File: src/common/gpt_pkg.sv
package gpt_pkg;
   // *****************************
   // register map and fields
   // *****************************
   localparam int          GPT_AW        = 4;
   localparam int          GPT_DW        = 16;
   localparam logic [3:0]  GPT_CNT_A     = 4'h0;
   localparam logic [3:0]  GPT_PER_A     = 4'h1;
   localparam logic [3:0]  GPT_CON_A     = 4'h2;
   localparam logic [3:0]  GPT_CNT_B     = 4'h3;
   localparam logic [3:0]  GPT_PER_B     = 4'h4;
   localparam logic [3:0]  GPT_CON_B     = 4'h5;
   localparam logic [3:0]  GPT_CNT_C     = 4'h6;
   localparam logic [3:0]  GPT_PER_C     = 4'h7;
   localparam logic [3:0]  GPT_CON_C     = 4'h8;
   localparam logic [3:0]  GPT_FLAGS     = 4'h9;
   localparam int          GPT_RUN_BIT   = 15;
   localparam int          GPT_HALT_BIT  = 13;
   localparam int          GPT_GATE_BIT  = 6;
   localparam int          GPT_PRE_HI    = 5;
   localparam int          GPT_PRE_LO    = 4;
   localparam int          GPT_PAIR_BIT  = 3;
   localparam int          GPT_SYNC_BIT  = 2;
   localparam int          GPT_SRC_BIT   = 1;
   localparam logic [15:0] GPT_MASK_A    = 16'ha076;
   localparam logic [15:0] GPT_MASK_B    = 16'ha07a;
   localparam logic [15:0] GPT_MASK_C    = 16'ha072;
   localparam logic [15:0] GPT_CON_RST   = 16'h0000;
   localparam logic [15:0] GPT_CNT_RST   = 16'h0000;
   localparam logic [15:0] GPT_PER_RST   = 16'hffff;
   localparam logic [7:0]  GPT_LAST_1    = 8'h00;
   localparam logic [7:0]  GPT_LAST_8    = 8'h07;
   localparam logic [7:0]  GPT_LAST_64   = 8'h3f;
   localparam logic [7:0]  GPT_LAST_256  = 8'hff;

   typedef enum {GPT_VAR_A, GPT_VAR_B, GPT_VAR_C} gpt_variant_e;

   // *****************************
   // shared decode
   // *****************************
   function automatic logic [7:0] gpt_pre_last(input logic [1:0] sel);
      case (sel)
         2'h0:    gpt_pre_last = GPT_LAST_1;
         2'h1:    gpt_pre_last = GPT_LAST_8;
         2'h2:    gpt_pre_last = GPT_LAST_64;
         default: gpt_pre_last = GPT_LAST_256;
      endcase
   endfunction

   function automatic logic [15:0] gpt_mask(input gpt_variant_e v);
      case (v)
         GPT_VAR_A: gpt_mask = GPT_MASK_A;
         GPT_VAR_B: gpt_mask = GPT_MASK_B;
         default:   gpt_mask = GPT_MASK_C;
      endcase
   endfunction

   // readback hides bits that the current clock source makes meaningless, save the gate bit of variant b
   function automatic logic [15:0] gpt_con_read(input gpt_variant_e v,
                                                input logic [15:0] raw);
      logic [15:0] r;
      r = raw & gpt_mask(v);
      if (v != GPT_VAR_B && r[GPT_SRC_BIT]) r[GPT_GATE_BIT] = 1'b0;
      if (v == GPT_VAR_A && !r[GPT_SRC_BIT]) r[GPT_SYNC_BIT] = 1'b0;
      gpt_con_read = r;
   endfunction
endpackage

File: src/common/gpt_clk_if.sv
`timescale 1ns/1ns
interface gpt_clk_if;
   logic       run;
   logic       gate;
   logic       src;
   logic       sync;
   logic [1:0] pre_sel;
   logic       tick;

   modport ctrl (output run, output gate, output src, output sync, output pre_sel, input tick);
   modport unit (input run, input gate, input src, input sync, input pre_sel, output tick);
endinterface

File: src/core/gpt_tick_gen.sv
`timescale 1ns/1ns
module gpt_tick_gen
   import gpt_pkg::*;
#(
   parameter gpt_variant_e VARIANT = GPT_VAR_A,
   parameter int           PRE_W   = 8
)(
   // clock and reset
   input wire logic clock,
   input wire logic rst,
   // count pin
   input wire logic pin,
   // settings and tick
   gpt_clk_if.unit  cfg
);
   generate
      if (PRE_W < 8) begin : g_bad_w
         $error("prescaler narrower than 256 counts");
      end
   endgenerate

   logic             pin_q;
   logic             sy1;
   logic             sy2;
   logic             sy3;
   logic             tgl;
   logic             t1;
   logic             t2;
   logic             t3;
   logic [PRE_W-1:0] pre_cnt;

   // *****************************
   // edge sources
   // *****************************
   wire             raw_edge   = pin & ~pin_q;
   wire             sync_edge  = sy2 & ~sy3;
   wire             gate_ok    = ~cfg.gate | sy2;
   // variant c synchronises ahead of the prescaler, b behind it, a behind it only when bit 2 is set
   wire             ext_edge   = (VARIANT == GPT_VAR_C) ? sync_edge : raw_edge;
   wire             pre_in     = cfg.run & (cfg.src ? ext_edge : gate_ok);
   wire [PRE_W-1:0] last       = PRE_W'(gpt_pre_last(cfg.pre_sel));
   // >= so that shrinking the ratio mid-count cannot strand the counter
   wire             pre_out    = pre_in & (pre_cnt >= last);
   wire             sync_after = cfg.src & ((VARIANT == GPT_VAR_B) |
                                 ((VARIANT == GPT_VAR_A) & cfg.sync));
   // a tick still in the sync pipe must not count once the timer stops
   assign cfg.tick = cfg.run & (sync_after ? (t2 ^ t3) : pre_out);

   always_ff @(posedge clock or posedge rst) begin
      if (rst) begin
         {pin_q, sy1, sy2, sy3} <= 4'h0;
      end else begin
         {pin_q, sy1, sy2, sy3} <= {pin, pin, sy1, sy2};
      end
   end

   // *****************************
   // prescaler and post-sync
   // *****************************
   always_ff @(posedge clock or posedge rst) begin
      if (rst) begin
         pre_cnt <= '0;
      end else if (!cfg.run || pre_out) begin
         pre_cnt <= '0;
      end else if (pre_in) begin
         pre_cnt <= pre_cnt + PRE_W'(1);
      end
   end

   always_ff @(posedge clock or posedge rst) begin
      if (rst) begin
         {tgl, t1, t2, t3} <= 4'h0;
      end else begin
         tgl <= tgl ^ (pre_out & sync_after);
         {t1, t2, t3} <= {tgl, t1, t2};
      end
   end
endmodule // gpt_tick_gen

File: src/core/gpt_timer.sv
`timescale 1ns/1ns
// Function
// bit 15 starts and stops counting
// bit 13 halts counting during idle
// bit 6 gates; gate reads zero externally (variant b still reads it back)
// bits 5-4 prescale 1, 8, 64, 256
// variant a bit 2 selects pin sync
// internal clock: sync bit ignored, reads zero
// bit 1 selects pin or internal clock
// unimplemented control bits read as zero
// variant b bit 3 forms 32-bit pair
// variant b run bit drives pair
// variant b syncs after the prescaler
// variant c match triggers conversion
// variant a counts slow oscillator, asynchronously
// pinless timers count internal clock only
// count, period, control registers read/write
// internal 1:1 advances every cycle
// external source counts pin rising edges
// variants b and c always sync pin
// match wraps to zero, sets flag
// gated mode counts while gate high
module gpt_timer
   import gpt_pkg::*;
#(
   parameter logic [2:0] HAS_PIN  = 3'h7,
   parameter bit         A_LP_OSC = 1'b0
)(
   // clock and reset
   input  wire logic              clock,
   input  wire logic              rst,
   // register port
   input  wire logic [GPT_AW-1:0] addr,
   input  wire logic [GPT_DW-1:0] wr_data,
   input  wire logic              wr_en,
   input  wire logic              rd_en,
   output logic      [GPT_DW-1:0] rd_data,
   // pins and device state
   input  wire logic [2:0]        ext_count_pin,
   input  wire logic              lp_osc_in,
   input  wire logic              idle_mode,
   // events
   output logic      [2:0]        irq_flag_bit,
   output logic                   adc_trigger
);
   logic [15:0] con_a;
   logic [15:0] con_b;
   logic [15:0] con_c;
   logic [15:0] cnt_a;
   logic [15:0] cnt_b;
   logic [15:0] cnt_c;
   logic [15:0] per_a;
   logic [15:0] per_b;
   logic [15:0] per_c;

   gpt_clk_if if_a ();
   gpt_clk_if if_b ();
   gpt_clk_if if_c ();

   // *****************************
   // address decode
   // *****************************
   wire wr_cnt_a = wr_en && addr == GPT_CNT_A;
   wire wr_per_a = wr_en && addr == GPT_PER_A;
   wire wr_con_a = wr_en && addr == GPT_CON_A;
   wire wr_cnt_b = wr_en && addr == GPT_CNT_B;
   wire wr_per_b = wr_en && addr == GPT_PER_B;
   wire wr_con_b = wr_en && addr == GPT_CON_B;
   wire wr_cnt_c = wr_en && addr == GPT_CNT_C;
   wire wr_per_c = wr_en && addr == GPT_PER_C;
   wire wr_con_c = wr_en && addr == GPT_CON_C;
   wire wr_flags = wr_en && addr == GPT_FLAGS;

   // *****************************
   // control to clock paths
   // *****************************
   // the pair is run and halted from variant b alone
   wire pair  = con_b[GPT_PAIR_BIT];
   wire run_a = con_a[GPT_RUN_BIT] & ~(con_a[GPT_HALT_BIT] & idle_mode);
   wire run_b = con_b[GPT_RUN_BIT] & ~(con_b[GPT_HALT_BIT] & idle_mode);
   wire run_c = con_c[GPT_RUN_BIT] & ~(con_c[GPT_HALT_BIT] & idle_mode) & ~pair;
   // without a pin the source bit is overruled; a pair draws from b
   wire src_a = con_a[GPT_SRC_BIT] & HAS_PIN[0];
   wire src_b = con_b[GPT_SRC_BIT] & HAS_PIN[1];
   wire src_c = con_c[GPT_SRC_BIT] & HAS_PIN[2];
   // slow oscillator feeds variant a in place of its pin when strapped
   wire pin_a = A_LP_OSC ? lp_osc_in : ext_count_pin[0];

   assign if_a.run     = run_a;
   assign if_a.src     = src_a;
   assign if_a.gate    = con_a[GPT_GATE_BIT] & ~src_a;
   assign if_a.sync    = con_a[GPT_SYNC_BIT] & src_a;
   assign if_a.pre_sel = con_a[GPT_PRE_HI:GPT_PRE_LO];
   assign if_b.run     = run_b;
   assign if_b.src     = src_b;
   assign if_b.gate    = con_b[GPT_GATE_BIT] & ~src_b;
   assign if_b.sync    = 1'b1;
   assign if_b.pre_sel = con_b[GPT_PRE_HI:GPT_PRE_LO];
   assign if_c.run     = run_c;
   assign if_c.src     = src_c;
   assign if_c.gate    = con_c[GPT_GATE_BIT] & ~src_c;
   assign if_c.sync    = 1'b1;
   assign if_c.pre_sel = con_c[GPT_PRE_HI:GPT_PRE_LO];

   gpt_tick_gen #(.VARIANT(GPT_VAR_A), .PRE_W(8)) u_tick_a (
      .clock (clock),
      .rst   (rst),
      .pin   (pin_a),
      .cfg   (if_a)
   );
   gpt_tick_gen #(.VARIANT(GPT_VAR_B), .PRE_W(8)) u_tick_b (
      .clock (clock),
      .rst   (rst),
      .pin   (ext_count_pin[1]),
      .cfg   (if_b)
   );
   gpt_tick_gen #(.VARIANT(GPT_VAR_C), .PRE_W(8)) u_tick_c (
      .clock (clock),
      .rst   (rst),
      .pin   (ext_count_pin[2]),
      .cfg   (if_c)
   );

   // *****************************
   // counters
   // *****************************
   wire [31:0] wide_cnt = {cnt_c, cnt_b};
   wire [31:0] wide_per = {per_c, per_b};
   wire        match_a  = if_a.tick & (cnt_a == per_a);
   wire        match_b  = ~pair & if_b.tick & (cnt_b == per_b);
   wire        match_c  = ~pair & if_c.tick & (cnt_c == per_c);
   wire        match_w  = pair & if_b.tick & (wide_cnt == wide_per);
   wire [31:0] wide_nxt = match_w ? 32'h0 : wide_cnt + 32'h1;

   logic [15:0] next_cnt_a;
   logic [15:0] next_cnt_b;
   logic [15:0] next_cnt_c;

   // a software write wins over a tick in the same cycle
   always_comb begin
      next_cnt_a = cnt_a;
      if (wr_cnt_a) begin
         next_cnt_a = wr_data;
      end else if (if_a.tick) begin
         next_cnt_a = match_a ? 16'h0 : cnt_a + 16'h1;
      end
   end

   always_comb begin
      next_cnt_b = cnt_b;
      if (wr_cnt_b) begin
         next_cnt_b = wr_data;
      end else if (pair && if_b.tick) begin
         next_cnt_b = wide_nxt[15:0];
      end else if (!pair && if_b.tick) begin
         next_cnt_b = match_b ? 16'h0 : cnt_b + 16'h1;
      end
   end

   always_comb begin
      next_cnt_c = cnt_c;
      if (wr_cnt_c) begin
         next_cnt_c = wr_data;
      end else if (pair && if_b.tick) begin
         next_cnt_c = wide_nxt[31:16];
      end else if (!pair && if_c.tick) begin
         next_cnt_c = match_c ? 16'h0 : cnt_c + 16'h1;
      end
   end

   always_ff @(posedge clock or posedge rst) begin
      if (rst) begin
         cnt_a <= GPT_CNT_RST;
         cnt_b <= GPT_CNT_RST;
         cnt_c <= GPT_CNT_RST;
      end else begin
         cnt_a <= next_cnt_a;
         cnt_b <= next_cnt_b;
         cnt_c <= next_cnt_c;
      end
   end

   // *****************************
   // register file
   // *****************************
   always_ff @(posedge clock or posedge rst) begin
      if (rst) begin
         con_a <= GPT_CON_RST;
         con_b <= GPT_CON_RST;
         con_c <= GPT_CON_RST;
      end else begin
         if (wr_con_a) con_a <= wr_data & GPT_MASK_A;
         if (wr_con_b) con_b <= wr_data & GPT_MASK_B;
         if (wr_con_c) con_c <= wr_data & GPT_MASK_C;
      end
   end

   always_ff @(posedge clock or posedge rst) begin
      if (rst) begin
         per_a <= GPT_PER_RST;
         per_b <= GPT_PER_RST;
         per_c <= GPT_PER_RST;
      end else begin
         if (wr_per_a) per_a <= wr_data;
         if (wr_per_b) per_b <= wr_data;
         if (wr_per_c) per_c <= wr_data;
      end
   end

   // in pair mode the match belongs to the upper half
   wire [2:0] flag_set = {match_c | match_w, match_b, match_a};
   wire [2:0] flag_clr = wr_flags ? wr_data[2:0] : 3'h0;

   always_ff @(posedge clock or posedge rst) begin
      if (rst) begin
         irq_flag_bit <= 3'h0;
         adc_trigger  <= 1'b0;
      end else begin
         irq_flag_bit <= (irq_flag_bit & ~flag_clr) | flag_set;
         adc_trigger  <= match_c | match_w;
      end
   end

   // *****************************
   // read path
   // *****************************
   logic [15:0] rd_mux;

   always_comb begin
      unique case (addr)
         GPT_CNT_A: rd_mux = cnt_a;
         GPT_PER_A: rd_mux = per_a;
         GPT_CON_A: rd_mux = gpt_con_read(GPT_VAR_A, con_a);
         GPT_CNT_B: rd_mux = cnt_b;
         GPT_PER_B: rd_mux = per_b;
         GPT_CON_B: rd_mux = gpt_con_read(GPT_VAR_B, con_b);
         GPT_CNT_C: rd_mux = cnt_c;
         GPT_PER_C: rd_mux = per_c;
         GPT_CON_C: rd_mux = gpt_con_read(GPT_VAR_C, con_c);
         GPT_FLAGS: rd_mux = {13'h0, irq_flag_bit};
         default:   rd_mux = 16'h0;
      endcase
   end

   always_ff @(posedge clock or posedge rst) begin
      if (rst) begin
         rd_data <= 16'h0;
      end else begin
         rd_data <= rd_en ? rd_mux : 16'h0;
      end
   end
endmodule // gpt_timer

File: config.mk
export PLATFORM = sky130hd
export DESIGN_NAME = gpt_timer
export DESIGN_NICKNAME = d
export VERILOG_FILES = /design/src/common/gpt_pkg.sv /design/src/common/gpt_clk_if.sv /design/src/core/gpt_tick_gen.sv /design/src/core/gpt_timer.sv
export SDC_FILE = /design/constraint.sdc
export NUM_CORES = 1
export LEC_CHECK = 0
export ABC_AREA = 1
export BUFFER_PORTS_ARGS = -buffer_cell sky130_fd_sc_hd__buf_2
export CAP_MARGIN = 20
export CORE_AREA = 2 2 149 151
export DETAILED_ROUTE_END_ITERATION = 10
export DIE_AREA = 0 0 151 153
export GPL_ROUTABILITY_DRIVEN = 0
export HOLD_SLACK_MARGIN = 0.05
export PLACE_DENSITY = 0.7
export SETUP_SLACK_MARGIN = 0.15
export SYNTH_ARGS = -nofsm -noshare
export SYNTH_HDL_FRONTEND = slang
export SYNTH_HIERARCHICAL = 1
export SYNTH_SLANG_ARGS = --single-unit
File: constraint.sdc
create_clock -name clock -period 5.1 [get_ports clock]
set_input_delay 0.51 -clock clock [delete_from_list [all_inputs] [get_ports clock]]
set_output_delay 0.51 -clock clock [all_outputs]
set_load 0.02 [all_outputs]
* Word-level counts from Yosys, hierarchy flattened
Cells that the tools add are included.
** Cells by class
- Add/subtract/negate cells :: 7
- Magnitude comparators :: 3
- Equality and inequality tests :: 19
- Muxes and demuxes :: 35
- Bitwise operators :: 60
- Reductions and logical operators :: 30
** Operators with widths (count)
- 16-bit two-way mux :: 15
- 16-bit one-hot mux with 10 select lines :: 1
- 8-bit one-hot mux with 3 select lines :: 3
- 16-bit by 1-bit adder with 16-bit output, second input constant :: 3
- 16-bit bitwise AND :: 3
- 16-bit == test :: 3
- 8-bit two-way mux :: 6
- 1-bit bitwise AND :: 33
- 32-bit by 1-bit adder with 32-bit output, second input constant :: 1
- 32-bit == test :: 1
- 32-bit two-way mux :: 1
- 8-bit by 1-bit adder with 8-bit output, second input constant :: 3
- 8-bit >= comparator :: 3
- 4-bit by 3-bit == test with 1-bit output, second input constant :: 4
- 1-bit logical AND :: 13
- 1-bit NOT :: 13
- 4-bit by 2-bit == test with 1-bit output, second input constant :: 2
- 4-bit == test, second input constant :: 2
- 1-bit two-way mux :: 8
- 2-bit nonzero test :: 4
- 2-bit by 1-bit == test with 1-bit output, second input constant :: 3
- 2-bit == test, second input constant :: 3
- 2-bit zero test :: 3
- 3-bit nonzero test :: 2
- 10 further kinds :: 21
** Storage, ports and cells
- Register bits after elaboration :: 175
- Input port bits :: 29
- Logic and storage cells :: 184

* Depth between registers and ports, before layout
Gate-level depths: netlist of the first run.
- Depth after elaboration :: 15
- Depth in mapped cells :: 21
- Depth with buffers taken out :: 21

* By module
Netlist of the first run, hierarchy kept.
** Modules (own cells, without submodules)
- gpt_timer :: times used 1, cells each 1290, area each 9075.0 um^2, sequential area each 3463.3 um^2
- gpt_tick_gen (u_tick_b) :: times used 1, cells each 95, area each 857.1 um^2, sequential area each 350.3 um^2
- gpt_tick_gen (u_tick_a) :: times used 1, cells each 107, area each 854.6 um^2, sequential area each 350.3 um^2
- gpt_tick_gen (u_tick_c) :: times used 1, cells each 95, area each 812.0 um^2, sequential area each 275.3 um^2

* Worst setup path before layout of the first run
Ideal clock, no wire load.
- Path kind :: input -> register
- Start :: input idle_mode
- End :: register cnt_c[0]
- Setup time :: 116 ps
- Arrival time :: 2484 ps
- Path slack :: 2499 ps
- Stages on the path :: 13
- Path buffers :: 1
- Cells stage by stage :: a21oi_1 inv_1 a21oi_4 nand3_1 a21oi_1 nand2_1 inv_2 nor2_1 nand2_1 inv_2 buf_2 nand2_1 nand2_1
** RTL lines
- from (decl) :: line gpt_timer.sv:41 : input wire logic idle_mode,
- 1-bit bitwise AND (*) :: line gpt_timer.sv:80 : wire run_b = con_b[GPT_RUN_BIT] & ~(con_b[GPT_HALT_BIT] & idle_mode);
- 1-bit NOT (*) :: line gpt_timer.sv:80
- 1-bit bitwise AND (*) :: line gpt_timer.sv:80
- 1-bit bitwise AND :: line gpt_tick_gen.sv:40 : wire pre_in = cfg.run & (cfg.src ? ext_edge : gate_ok);
- 1-bit bitwise AND :: line gpt_tick_gen.sv:43 : wire pre_out = pre_in & (pre_cnt >= last);
- 1-bit two-way mux :: line gpt_tick_gen.sv:47 : assign cfg.tick = cfg.run & (sync_after ? (t2 ^ t3) : pre_out);
- 1-bit bitwise AND (*) :: line gpt_tick_gen.sv:47
- net if_b.tick :: line gpt_clk_if.sv:8 : logic tick;
- 1-bit bitwise AND (2 in series) :: line gpt_timer.sv:132 : wire match_w = pair & if_b.tick & (wide_cnt == wide_per);
- 32-bit two-way mux :: line gpt_timer.sv:133 : wire [31:0] wide_nxt = match_w ? 32'h0 : wide_cnt + 32'h1;
- 16-bit two-way mux :: line gpt_timer.sv:164 : end else if (pair && if_b.tick) begin
- 16-bit two-way mux :: line gpt_timer.sv:162 : if (wr_cnt_c) begin
- to (signal assigned) :: line gpt_timer.sv:179 : cnt_c <= next_cnt_c;
- to (decl) :: line gpt_timer.sv:51 : logic [15:0] cnt_c;
The timed path passes the listed nets; every way through them passes the cells marked *. The select of a mux whose other input is x is not followed.
A chain may end at the register's enable or synchronous reset.

* Worst setup path after layout of the first run
- Start :: register con_a[5]
- End :: register cnt_a[6]
** On the way
- Word-level cells in the longest chain between the ends :: 10
** Ends and longest elaborated chain
- from (decl) :: line gpt_timer.sv:46 : logic [15:0] con_a;
- from (signal assigned) :: line gpt_timer.sv:192 : if (wr_con_a) con_a <= wr_data & GPT_MASK_A;
- 2-bit == test, or another cell as far along :: line gpt_pkg.sv:42 : case (sel)
- 8-bit one-hot mux with 3 select lines (*) :: line gpt_pkg.sv:42
- 8-bit >= comparator (*) :: line gpt_tick_gen.sv:43
- 1-bit bitwise AND (*) :: line gpt_tick_gen.sv:43
- 1-bit two-way mux (*) :: line gpt_tick_gen.sv:47
- 1-bit bitwise AND (*) :: line gpt_tick_gen.sv:47
- net if_a.tick :: line gpt_clk_if.sv:8
- 1-bit bitwise AND :: line gpt_timer.sv:129 : wire match_a = if_a.tick & (cnt_a == per_a);
- 16-bit two-way mux :: line gpt_timer.sv:145 : next_cnt_a = match_a ? 16'h0 : cnt_a + 16'h1;
- 16-bit two-way mux :: line gpt_timer.sv:144 : end else if (if_a.tick) begin
- 16-bit two-way mux :: line gpt_timer.sv:142 : if (wr_cnt_a) begin
- to (signal assigned) :: line gpt_timer.sv:177 : cnt_a <= next_cnt_a;
- to (decl) :: line gpt_timer.sv:49 : logic [15:0] cnt_a;
Marks and branches as above.

==> impl_metrics.json, run 1 <==
{
  "worstReg2RegStart": "con_a[5]",
  "max_cap_viol_count": 0,
  "final_cell_mix": "nand2_1 (454), inv_1 (207), dfrtp_1 (127)",
  "place_inst": 1870,
  "grt_overflow": 0,
  "max_freq_mhz": 294.3,
  "hold_ws_ns": 0.1379,
  "htree_num_levels": 4,
  "instances_no_fill": 1902,
  "clkLatencyLatePin_ns": 0.45,
  "routed_wl_um": 34420,
  "cp-end-kind": "flip-flop",
  "skew_ns": 0.01491,
  "worstSetupStartpointType": "flip-flop",
  "wire_per_inst_um": 18.10,
  "cts.sinks": 175,
  "syn_area_per_cell_um2": 7.311,
  "relSlewSlack": 0.3459,
  "multi_input_area_um2": 6010,
  "yosysWarnings": 6,
  "synth_fp_nets": 1636,
  "final_max_slew_viol_count": 0,
  "ff2ff_setup_slack_ns": 1.70,
  "cts_buffers": 17,
  "rows": 54,
  "utilization": 0.5852,
  "setup_viol": 0,
  "finalInstanceArea_um2": 12570,
  "portBuffers": 47,
  "rsz0062_at_grt": "no",
  "irDropWorstVdd_v": 0.0002226,
  "detail-route-antenna-nets": 0,
  "initial_core_util": 0.5397,
  "vias": 10710,
  "syn-cell-area_um2": 11590,
  "p_leak_nw": 6.334,
  "area.sequential_um2": 4439,
  "r2r_end": "cnt_a[6]",
  "drive_above_1_share": 0.1591,
  "pin_count": 49,
  "drtIter0Drc": 1026,
  "worst_pin_slew_ns": 0.9789,
  "reg2reg_depth": 20,
  "dpl_cell_area_um2": 11960,
  "tritoncts": "done",
  "nets": 1659,
  "syn_inst": 1586,
  "die_width_um": 151,
  "crit_type": "flip-flop to flip-flop",
  "power.density_nw_per_um2": 424.1,
  "clk_path_buf_depth": 2,
  "tns_ns": 0,
  "status": "completed",
  "post-dp-hpwl_um": 25420,
  "grt_usage": 0.3099,
  "post-route-drc-count": 0,
  "crit_required_ns": 5.43,
  "firstDrtPassIters": 6,
  "cts_root_buf": "clkbuf_16",
  "diodes": 0,
  "post-route-period-util": 0.6662,
  "grt_max_degree": 100,
  "coreArea_um2": 21490,
  "post_cts_resized": 0,
  "finalCriticalPeriod_ns": 3.398,
  "layout_commonest_cell": "nand2_1",
  "finalHoldViolations": 0,
  "grt_pass1_wl_um": 54980,
  "viasPerCell": 5.631,
  "clk_pin_slew_worst_paths_ns": 0.08,
  "dieHeight_um": 153,
  "cts_hold_buf": 0,
  "antenna_found_initial": 0,
  "area_growth_pct": 8.438,
  "postCtsSetupRepairBufs": 0,
  "grt_pass1_vias": 10120,
  "fillers": 2039,
  "crit_fanout": 7,
  "dieArea_um2": 23100,
  "hp-class": "input port to async pin",
  "arrival_ns": 3.73
}
-- critical path, stage by stage (launching register included) --
cell     delay (ns)
dfrtp_1        0.44
or2_1          0.15
inv_1          0.05
ha_1           0.30
nand2_1        0.06
nand2_1        0.07
nand2_1        0.05
nand2_1        0.05
nand2_1        0.04
nand2_1        0.06
nand2_1        0.06
nand2_2        0.11
nand2_4        0.07
a21oi_2        0.49
inv_1          0.15
a21oi_1        0.15
nand4_1        0.11
nor3b_1        0.19
nand3_1        0.24
nand2_1        0.30
o21ai_0        0.12
-- metrics by stage --
step	power, W	setup slack [ns]
6_report	0.005332	1.702
5_1_grt	0.005663	1.462
2_1_floorplan	0.003462	1.030
3_5_place_dp	0.003908	1.592
4_1_cts	0.005296	1.767
3_3_place_gp	0.003859	1.679
-- registers in the layout, summed over array words and instances (netlist names), 3 cells and up --
name and count:
cnt_a 16, cnt_b 16, cnt_c 16, con_a 7
con_b 7, con_c 6, irq_flag_bit 3, per_a 16
per_b 16, per_c 16, rd_data 16, u_tick_a/pre_cnt 8
u_tick_b/pre_cnt 8, u_tick_c/pre_cnt 8
-- how the worst max path moves through the flow --
stage             endpoint  slack [ns]  startpoint  depth (start not counted)
6_report          cnt_a[6]        1.70    con_a[5]                         20
5_1_grt          cnt_a[10]        1.46    con_a[5]                         20
4_1_cts           cnt_a[6]        1.77    con_a[5]                         20
3_5_place_dp      cnt_a[6]        1.59   idle_mode                         13
3_3_place_gp     cnt_a[14]        1.68   idle_mode                         13
2_1_floorplan  adc_trigger        1.03         rst                          1
-- layout make-up --
class	instances	area share
inverters	238	0.07145
clock inverters	10	0.01005
well taps	280	0.02786
multi-input cells	1126	0.4780
clock buffers	22	0.03851
flip-flops and latches	175	0.3531
repair buffers	51	0.02110
-- where the power goes --
group          switching, W  internal [W]  total [W]  leakage [nW]
Combinational       0.00106      0.000654    0.00171          3.87
Clock              0.000612      0.000782    0.00139         0.295
Sequential         0.000479       0.00175    0.00223          2.17
-- routing by layer --
layer,part of all wire,GRT usage,routed length (µm),vias up
met2,0.47,0.4961,16030,458
met4,0.040,0.1144,1361,0
met5,0,0,0,-
met3,0.076,0.05433,2630,100
li1,-,-,-,5107
met1,0.42,0.4209,14400,5045
Power figures use the tool's default switching activity.
==> run 2: changes to the inputs <==
--- a/config.mk
+++ b/config.mk
@@ -5,15 +5,15 @@
 export SDC_FILE = /design/constraint.sdc
 export NUM_CORES = 1
 export LEC_CHECK = 0
-export ABC_AREA = 1
+export ABC_AREA = 0
 export BUFFER_PORTS_ARGS = -buffer_cell sky130_fd_sc_hd__buf_2
 export CAP_MARGIN = 20
-export CORE_AREA = 2 2 149 151
+export CORE_AREA = 2 2 143 145
 export DETAILED_ROUTE_END_ITERATION = 10
-export DIE_AREA = 0 0 151 153
+export DIE_AREA = 0 0 145 147
 export GPL_ROUTABILITY_DRIVEN = 0
 export HOLD_SLACK_MARGIN = 0.05
-export PLACE_DENSITY = 0.7
+export PLACE_DENSITY = 0.73
 export SETUP_SLACK_MARGIN = 0.15
 export SYNTH_ARGS = -nofsm -noshare
 export SYNTH_HDL_FRONTEND = slang
==> constraint.sdc (replaced) <==
create_clock -name clock -period 2.8 [get_ports clock]
set_input_delay 0.28 -clock clock [delete_from_list [all_inputs] [get_ports clock]]
set_output_delay 0.28 -clock clock [all_outputs]
set_load 0.02 [all_outputs]
==> impl_metrics.json, run 2 <==
{
  "pre_cts_ws_ns": -0.5337,
  "met2_wirelength_um": 16730,
  "crit_slowest_cell": "dfrtp_2",
  "die_width_um": 145,
  "multi_input_area_um2": 6520,
  "status": "complete, but fails checks",
  "rsz0062_at_grt": "yes",
  "syn-cell-area_um2": 10660,
  "fillers": 1506,
  "synth_fp_nets": 1142,
  "pin_count": 49,
  "rows": 52,
  "crit_type": "flip-flop to flip-flop",
  "path_buf_inv": 0,
  "grt_pass1_wl_um": 53270,
  "area.sequential_um2": 4444,
  "utilization": 0.6736,
  "firstDrtPassIters": 5,
  "max_stage_delay_ns": 0.47,
  "final_max_slew_viol_count": 0,
  "drtIter0Drc": 1010,
  "coreArea_um2": 19840,
  "vias": 9972,
  "routedLengthMet1_um": 13310,
  "layout_commonest_cell": "dfrtp_1",
  "cts.sinks": 175,
  "dieHeight_um": 147,
  "wl_met3_um": 2699,
  "skew_ns": 0.01702,
  "wire_per_inst_um": 22.93,
  "clkLatencyLatePin_ns": 0.44,
  "dr.max_layer_used": "met4",
  "yosysWarnings": 6,
  "max_freq_mhz": 317.8,
  "p_leak_nw": 5.435,
  "finalWorstSetupSlack_ns": -0.3467,
  "nets": 1270,
  "initial_core_util": 0.5369,
  "cts_root_buf": "clkbuf_16",
  "grt_usage": 0.3189,
  "power.density_nw_per_um2": 687.2,
  "arrival_ns": 3.45,
  "crit_fanout": 5,
  "grt_pass1_vias": 9544,
  "detail-route-antenna-nets": 0,
  "portBuffers": 47,
  "syn_inst": 1092,
  "finalCriticalPeriod_ns": 3.147,
  "final_cell_mix": "dfrtp_1 (123), buf_4 (96), nand2_1 (91)",
  "clk_pin_slew_worst_paths_ns": 0.07,
  "cts_buffers": 17,
  "path_delay_family": "simple AND/OR/NAND/NOR gates",
  "worstSetupStartpointType": "flip-flop",
  "setup_viol": 40,
  "relSlewSlack": 0.4665,
  "antenna_found_initial": 0,
  "clk_path_buf_depth": 2,
  "cp-end-kind": "flip-flop",
  "finalHoldViolations": 0,
  "max_cap_viol_count": 0,
  "cp_cell_sequence": "nand2_4, ha_4, nand4_1, o311a_4, or3_4, a21oi_4, mux2i_4, nor3_2, nand4_1, mux2i_1, a221oi_1, a211oi_1",
  "grt_max_degree": 50,
  "worst_pin_slew_ns": 0.7984,
  "routed_wl_um": 34460,
  "syn_area_per_cell_um2": 9.758,
  "tritoncts": "done",
  "irDropWorstVdd_v": 0.0004538,
  "dieArea_um2": 21320,
  "diodes": 0,
  "post-route-period-util": 1.124,
  "post-route-drc-count": 0,
  "viasPerCell": 6.635,
  "crit_top_cell": "nand4_1",
  "area_growth_pct": 25.45,
  "post-dp-hpwl_um": 23650,
  "hp-class": "input port to flip-flop",
  "htree_num_levels": 4,
  "drive_above_1_share": 0.3690,
  "violations": "setup timing",
  "grt_overflow": 0,
  "crit_required_ns": 3.10
}
## run 2: worst paths after layout
check / start / end / slack, ns / depth (start not counted)
worst max-delay path: con_b[5] / cnt_c[15] / -0.35 / 12
worst min-delay path: wr_data[11] / cnt_a[11] / 0.16 / 3
worst max register to register: con_b[5] / cnt_c[15] / -0.35 / 12
worst min register to register: u_tick_b/t1 / u_tick_b/t2 / 0.36 / 0
max in group asynchronous: rst / con_b[5] / 1.30 / 5
min in group asynchronous: rst / u_tick_c/sy3 / 0.46 / 3
## run 2: what timing repair did
item	in CTS	in global routing
endpoints found under the hold margin	68	0
pin swaps	49	47
endpoints found under the setup margin	43	50
cloned	2	1
gates resized for setup	75	82
hold buffers	4	0
setup buffers	10	11
## run 2: final cells by class
| class | instances | share of cell area |
|---|---|---|
| Clock buffer | 19 | 0.03239 |
| Clock inverter | 13 | 0.01067 |
| Inverter | 21 | 0.007114 |
| Multi-Input combinational cell | 829 | 0.4878 |
| Sequential cell | 175 | 0.3325 |
| Tap cell | 270 | 0.02527 |
| Timing Repair Buffer | 176 | 0.1043 |
## run 2: tightest hold or removal path: stages
cell and delay (ns):
buf_2 0.16, nand2_1 0.07, o21ai_1 0.05
## run 2: layer usage
metal	vias up	track usage
met2	564	0.5267
met5	-	0
met3	143	0.05870
met1	4933	0.4034
met4	0	0.1644
li1	4332	-
## run 2: stage by stage
step                area (µm²)  TNS, ns  total power [W]  std cells  hold WS [ns]
finish                   13370   -7.611         0.009186       1503        0.1607
global route             13370   -11.23         0.009565       1503        0.1565
CTS                      12920   -5.345         0.008928       1491        0.1512
detailed placement       11870   -9.098         0.006381       1443        0.3395
global placement         11870   -5.111         0.006299       1443        0.3341
floorplan                10840   -1.399         0.005460       1092        0.1324
## run 2: power breakdown
part           switching (W)  leakage, nW  internal, W
clock network        0.00111        0.283      0.00126
registers           0.000794         2.11      0.00315
logic                0.00151         3.04      0.00136
==> run 3: changes to the inputs <==
--- a/config.mk
+++ b/config.mk
@@ -15,6 +15,7 @@
 export HOLD_SLACK_MARGIN = 0.05
 export PLACE_DENSITY = 0.73
 export SETUP_SLACK_MARGIN = 0.15
+export SKIP_CTS_REPAIR_TIMING = 1
 export SYNTH_ARGS = -nofsm -noshare
 export SYNTH_HDL_FRONTEND = slang
 export SYNTH_HIERARCHICAL = 1
==> impl_metrics.json, run 3 (synthesis gave the netlist of run 2 again) <==
{
  "tritoncts": "done",
  "post-route-period-util": 1.152,
  "cts.sinks": 175,
  "grt_use_met1": 0.3981,
  "rows": 52,
  "clk_path_buf_depth": 2,
  "tns_ns": -9.704,
  "finalWorstSetupSlack_ns": -0.4267,
  "crit_fanout": 8,
  "grt_usage": 0.3109,
  "drtIter0Drc": 1070,
  "htree_num_levels": 4,
  "power.density_nw_per_um2": 691.7,
  "nets": 1265,
  "detail-route-antenna-nets": 0,
  "clkLatencyLatePin_ns": 0.45,
  "violations": "setup timing",
  "relSlewSlack": 0.4534,
  "cp_cell_sequence": "nand2_2, ha_4, nand4_1, o311a_4, or3_4, a21oi_4, buf_6, and2_4, buf_12, nand2_4, a21oi_4, and4b_1, a211oi_2",
  "hp-class": "input port to flip-flop",
  "crit_type": "flip-flop to flip-flop",
  "post-route-drc-count": 0,
  "grt_overflow": 0,
  "p_leak_nw": 5.373,
  "cts_buffers": 17,
  "area_growth_pct": 24.08,
  "layout_commonest_cell": "dfrtp_1",
  "final_cell_mix": "dfrtp_1 (125), buf_4 (98), nand2_1 (91)",
  "worstSetupStartpointType": "flip-flop",
  "pin_count": 49,
  "max_freq_mhz": 309.9,
  "grt_max_degree": 50,
  "diodes": 0,
  "setup_viol": 33,
  "clk_pin_slew_worst_paths_ns": 0.07,
  "status": "complete, but fails checks",
  "arrival_ns": 3.57,
  "crit_top_cell": "a21oi_4",
  "portBuffers": 47,
  "viasPerCell": 6.601,
  "max_cap_viol_count": 0,
  "vias": 9889,
  "antenna_found_initial": 0,
  "final_max_slew_viol_count": 0,
  "firstDrtPassIters": 7,
  "met2_usage": 0.5117,
  "dieArea_um2": 21320,
  "cp-end-kind": "flip-flop",
  "coreArea_um2": 19840,
  "p_total_w": 0.009145,
  "grt_util_met3": 0.06087,
  "finalHoldViolations": 0,
  "grt_pass1_vias": 9302,
  "worst_pin_slew_ns": 0.8180,
  "dieHeight_um": 147,
  "initial_core_util": 0.5369,
  "crit_slowest_cell": "dfrtp_1",
  "wire_per_inst_um": 22.83,
  "drive_above_1_share": 0.3624,
  "crit_required_ns": 3.14,
  "grt_pass1_wl_um": 51870,
  "routed_wl_um": 34200,
  "rsz0062_at_grt": "yes",
  "finalCriticalPeriod_ns": 3.227,
  "grt_most_used_layer": "met2",
  "skew_ns": 0.01483,
  "irDropWorstVdd_v": 0.0004494,
  "die_width_um": 145,
  "max_stage_delay_ns": 0.45,
  "cts_root_buf": "clkbuf_16",
  "post-dp-hpwl_um": 23650
}
[run 3: final cells by class]
class	instances	area, µm²
Sequential cell	175	4442
Tap cell	270	337.8
Inverter	21	91.34
Multi-Input combinational cell	828	6452
Timing Repair Buffer	172	1323
Clock buffer	19	432.9
Fill cell	1520	6623
Clock inverter	13	142.6
[run 3: worst paths after layout]
kind                                end  depth (start not counted)   startpoint  slack, ns
min                           cnt_a[11]                          3  wr_data[11]       0.16
min in group asynchronous  u_tick_c/sy3                          3          rst       0.46
max                            cnt_c[2]                         13     con_b[4]      -0.43
max reg2reg                    cnt_c[2]                         13     con_b[4]      -0.43
min reg2reg                 u_tick_b/t2                          0  u_tick_b/t1       0.35
max in group asynchronous      con_b[5]                          5          rst       1.32
[run 3: metrics by stage]
step	utilization	std cells	setup WS, ns	hold WS, ns	instance area (µm²)
final	0.6663	1498	-0.4267	0.1558	13220
after global routing	0.6663	1498	-0.5421	0.1571	13220
after CTS	0.6270	1475	-0.5668	-0.07749	12440
after detailed placement	0.5980	1443	-0.5337	0.3395	11870
after global placement	0.5980	1443	-0.3192	0.3341	11870
after floorplan	-	1092	-0.1880	0.1324	10840
[run 3: metal layers]
layer / vias up / part of all wire
li1: 4330 / -
met1: 4889 / 0.39
met2: 537 / 0.48
met3: 133 / 0.077
met4: 0 / 0.051
met5: - / 0
[run 3: worst max-delay path: cells and delay by family, from the launching register on]
| family | cells | cell delay (ns) |
|---|---|---|
| buffers and inverters | 2 | 0.29 |
| flip-flops | 1 | 0.45 |
| AND/OR/NAND/NOR | 6 | 1.07 |
| AO/OA/AOI/OAI | 4 | 1.01 |
| adder cells (fa/ha/maj) | 1 | 0.29 |
[run 3: report_power, final]
part	internal [W]	switching [W]	leakage, nW	total, W
logic	0.00134	0.00150	2.98	0.00283
registers	0.00315	0.000785	2.11	0.00393
clock network	0.00126	0.00112	0.283	0.00238
total	0.00575	0.00340	5.37	0.00915
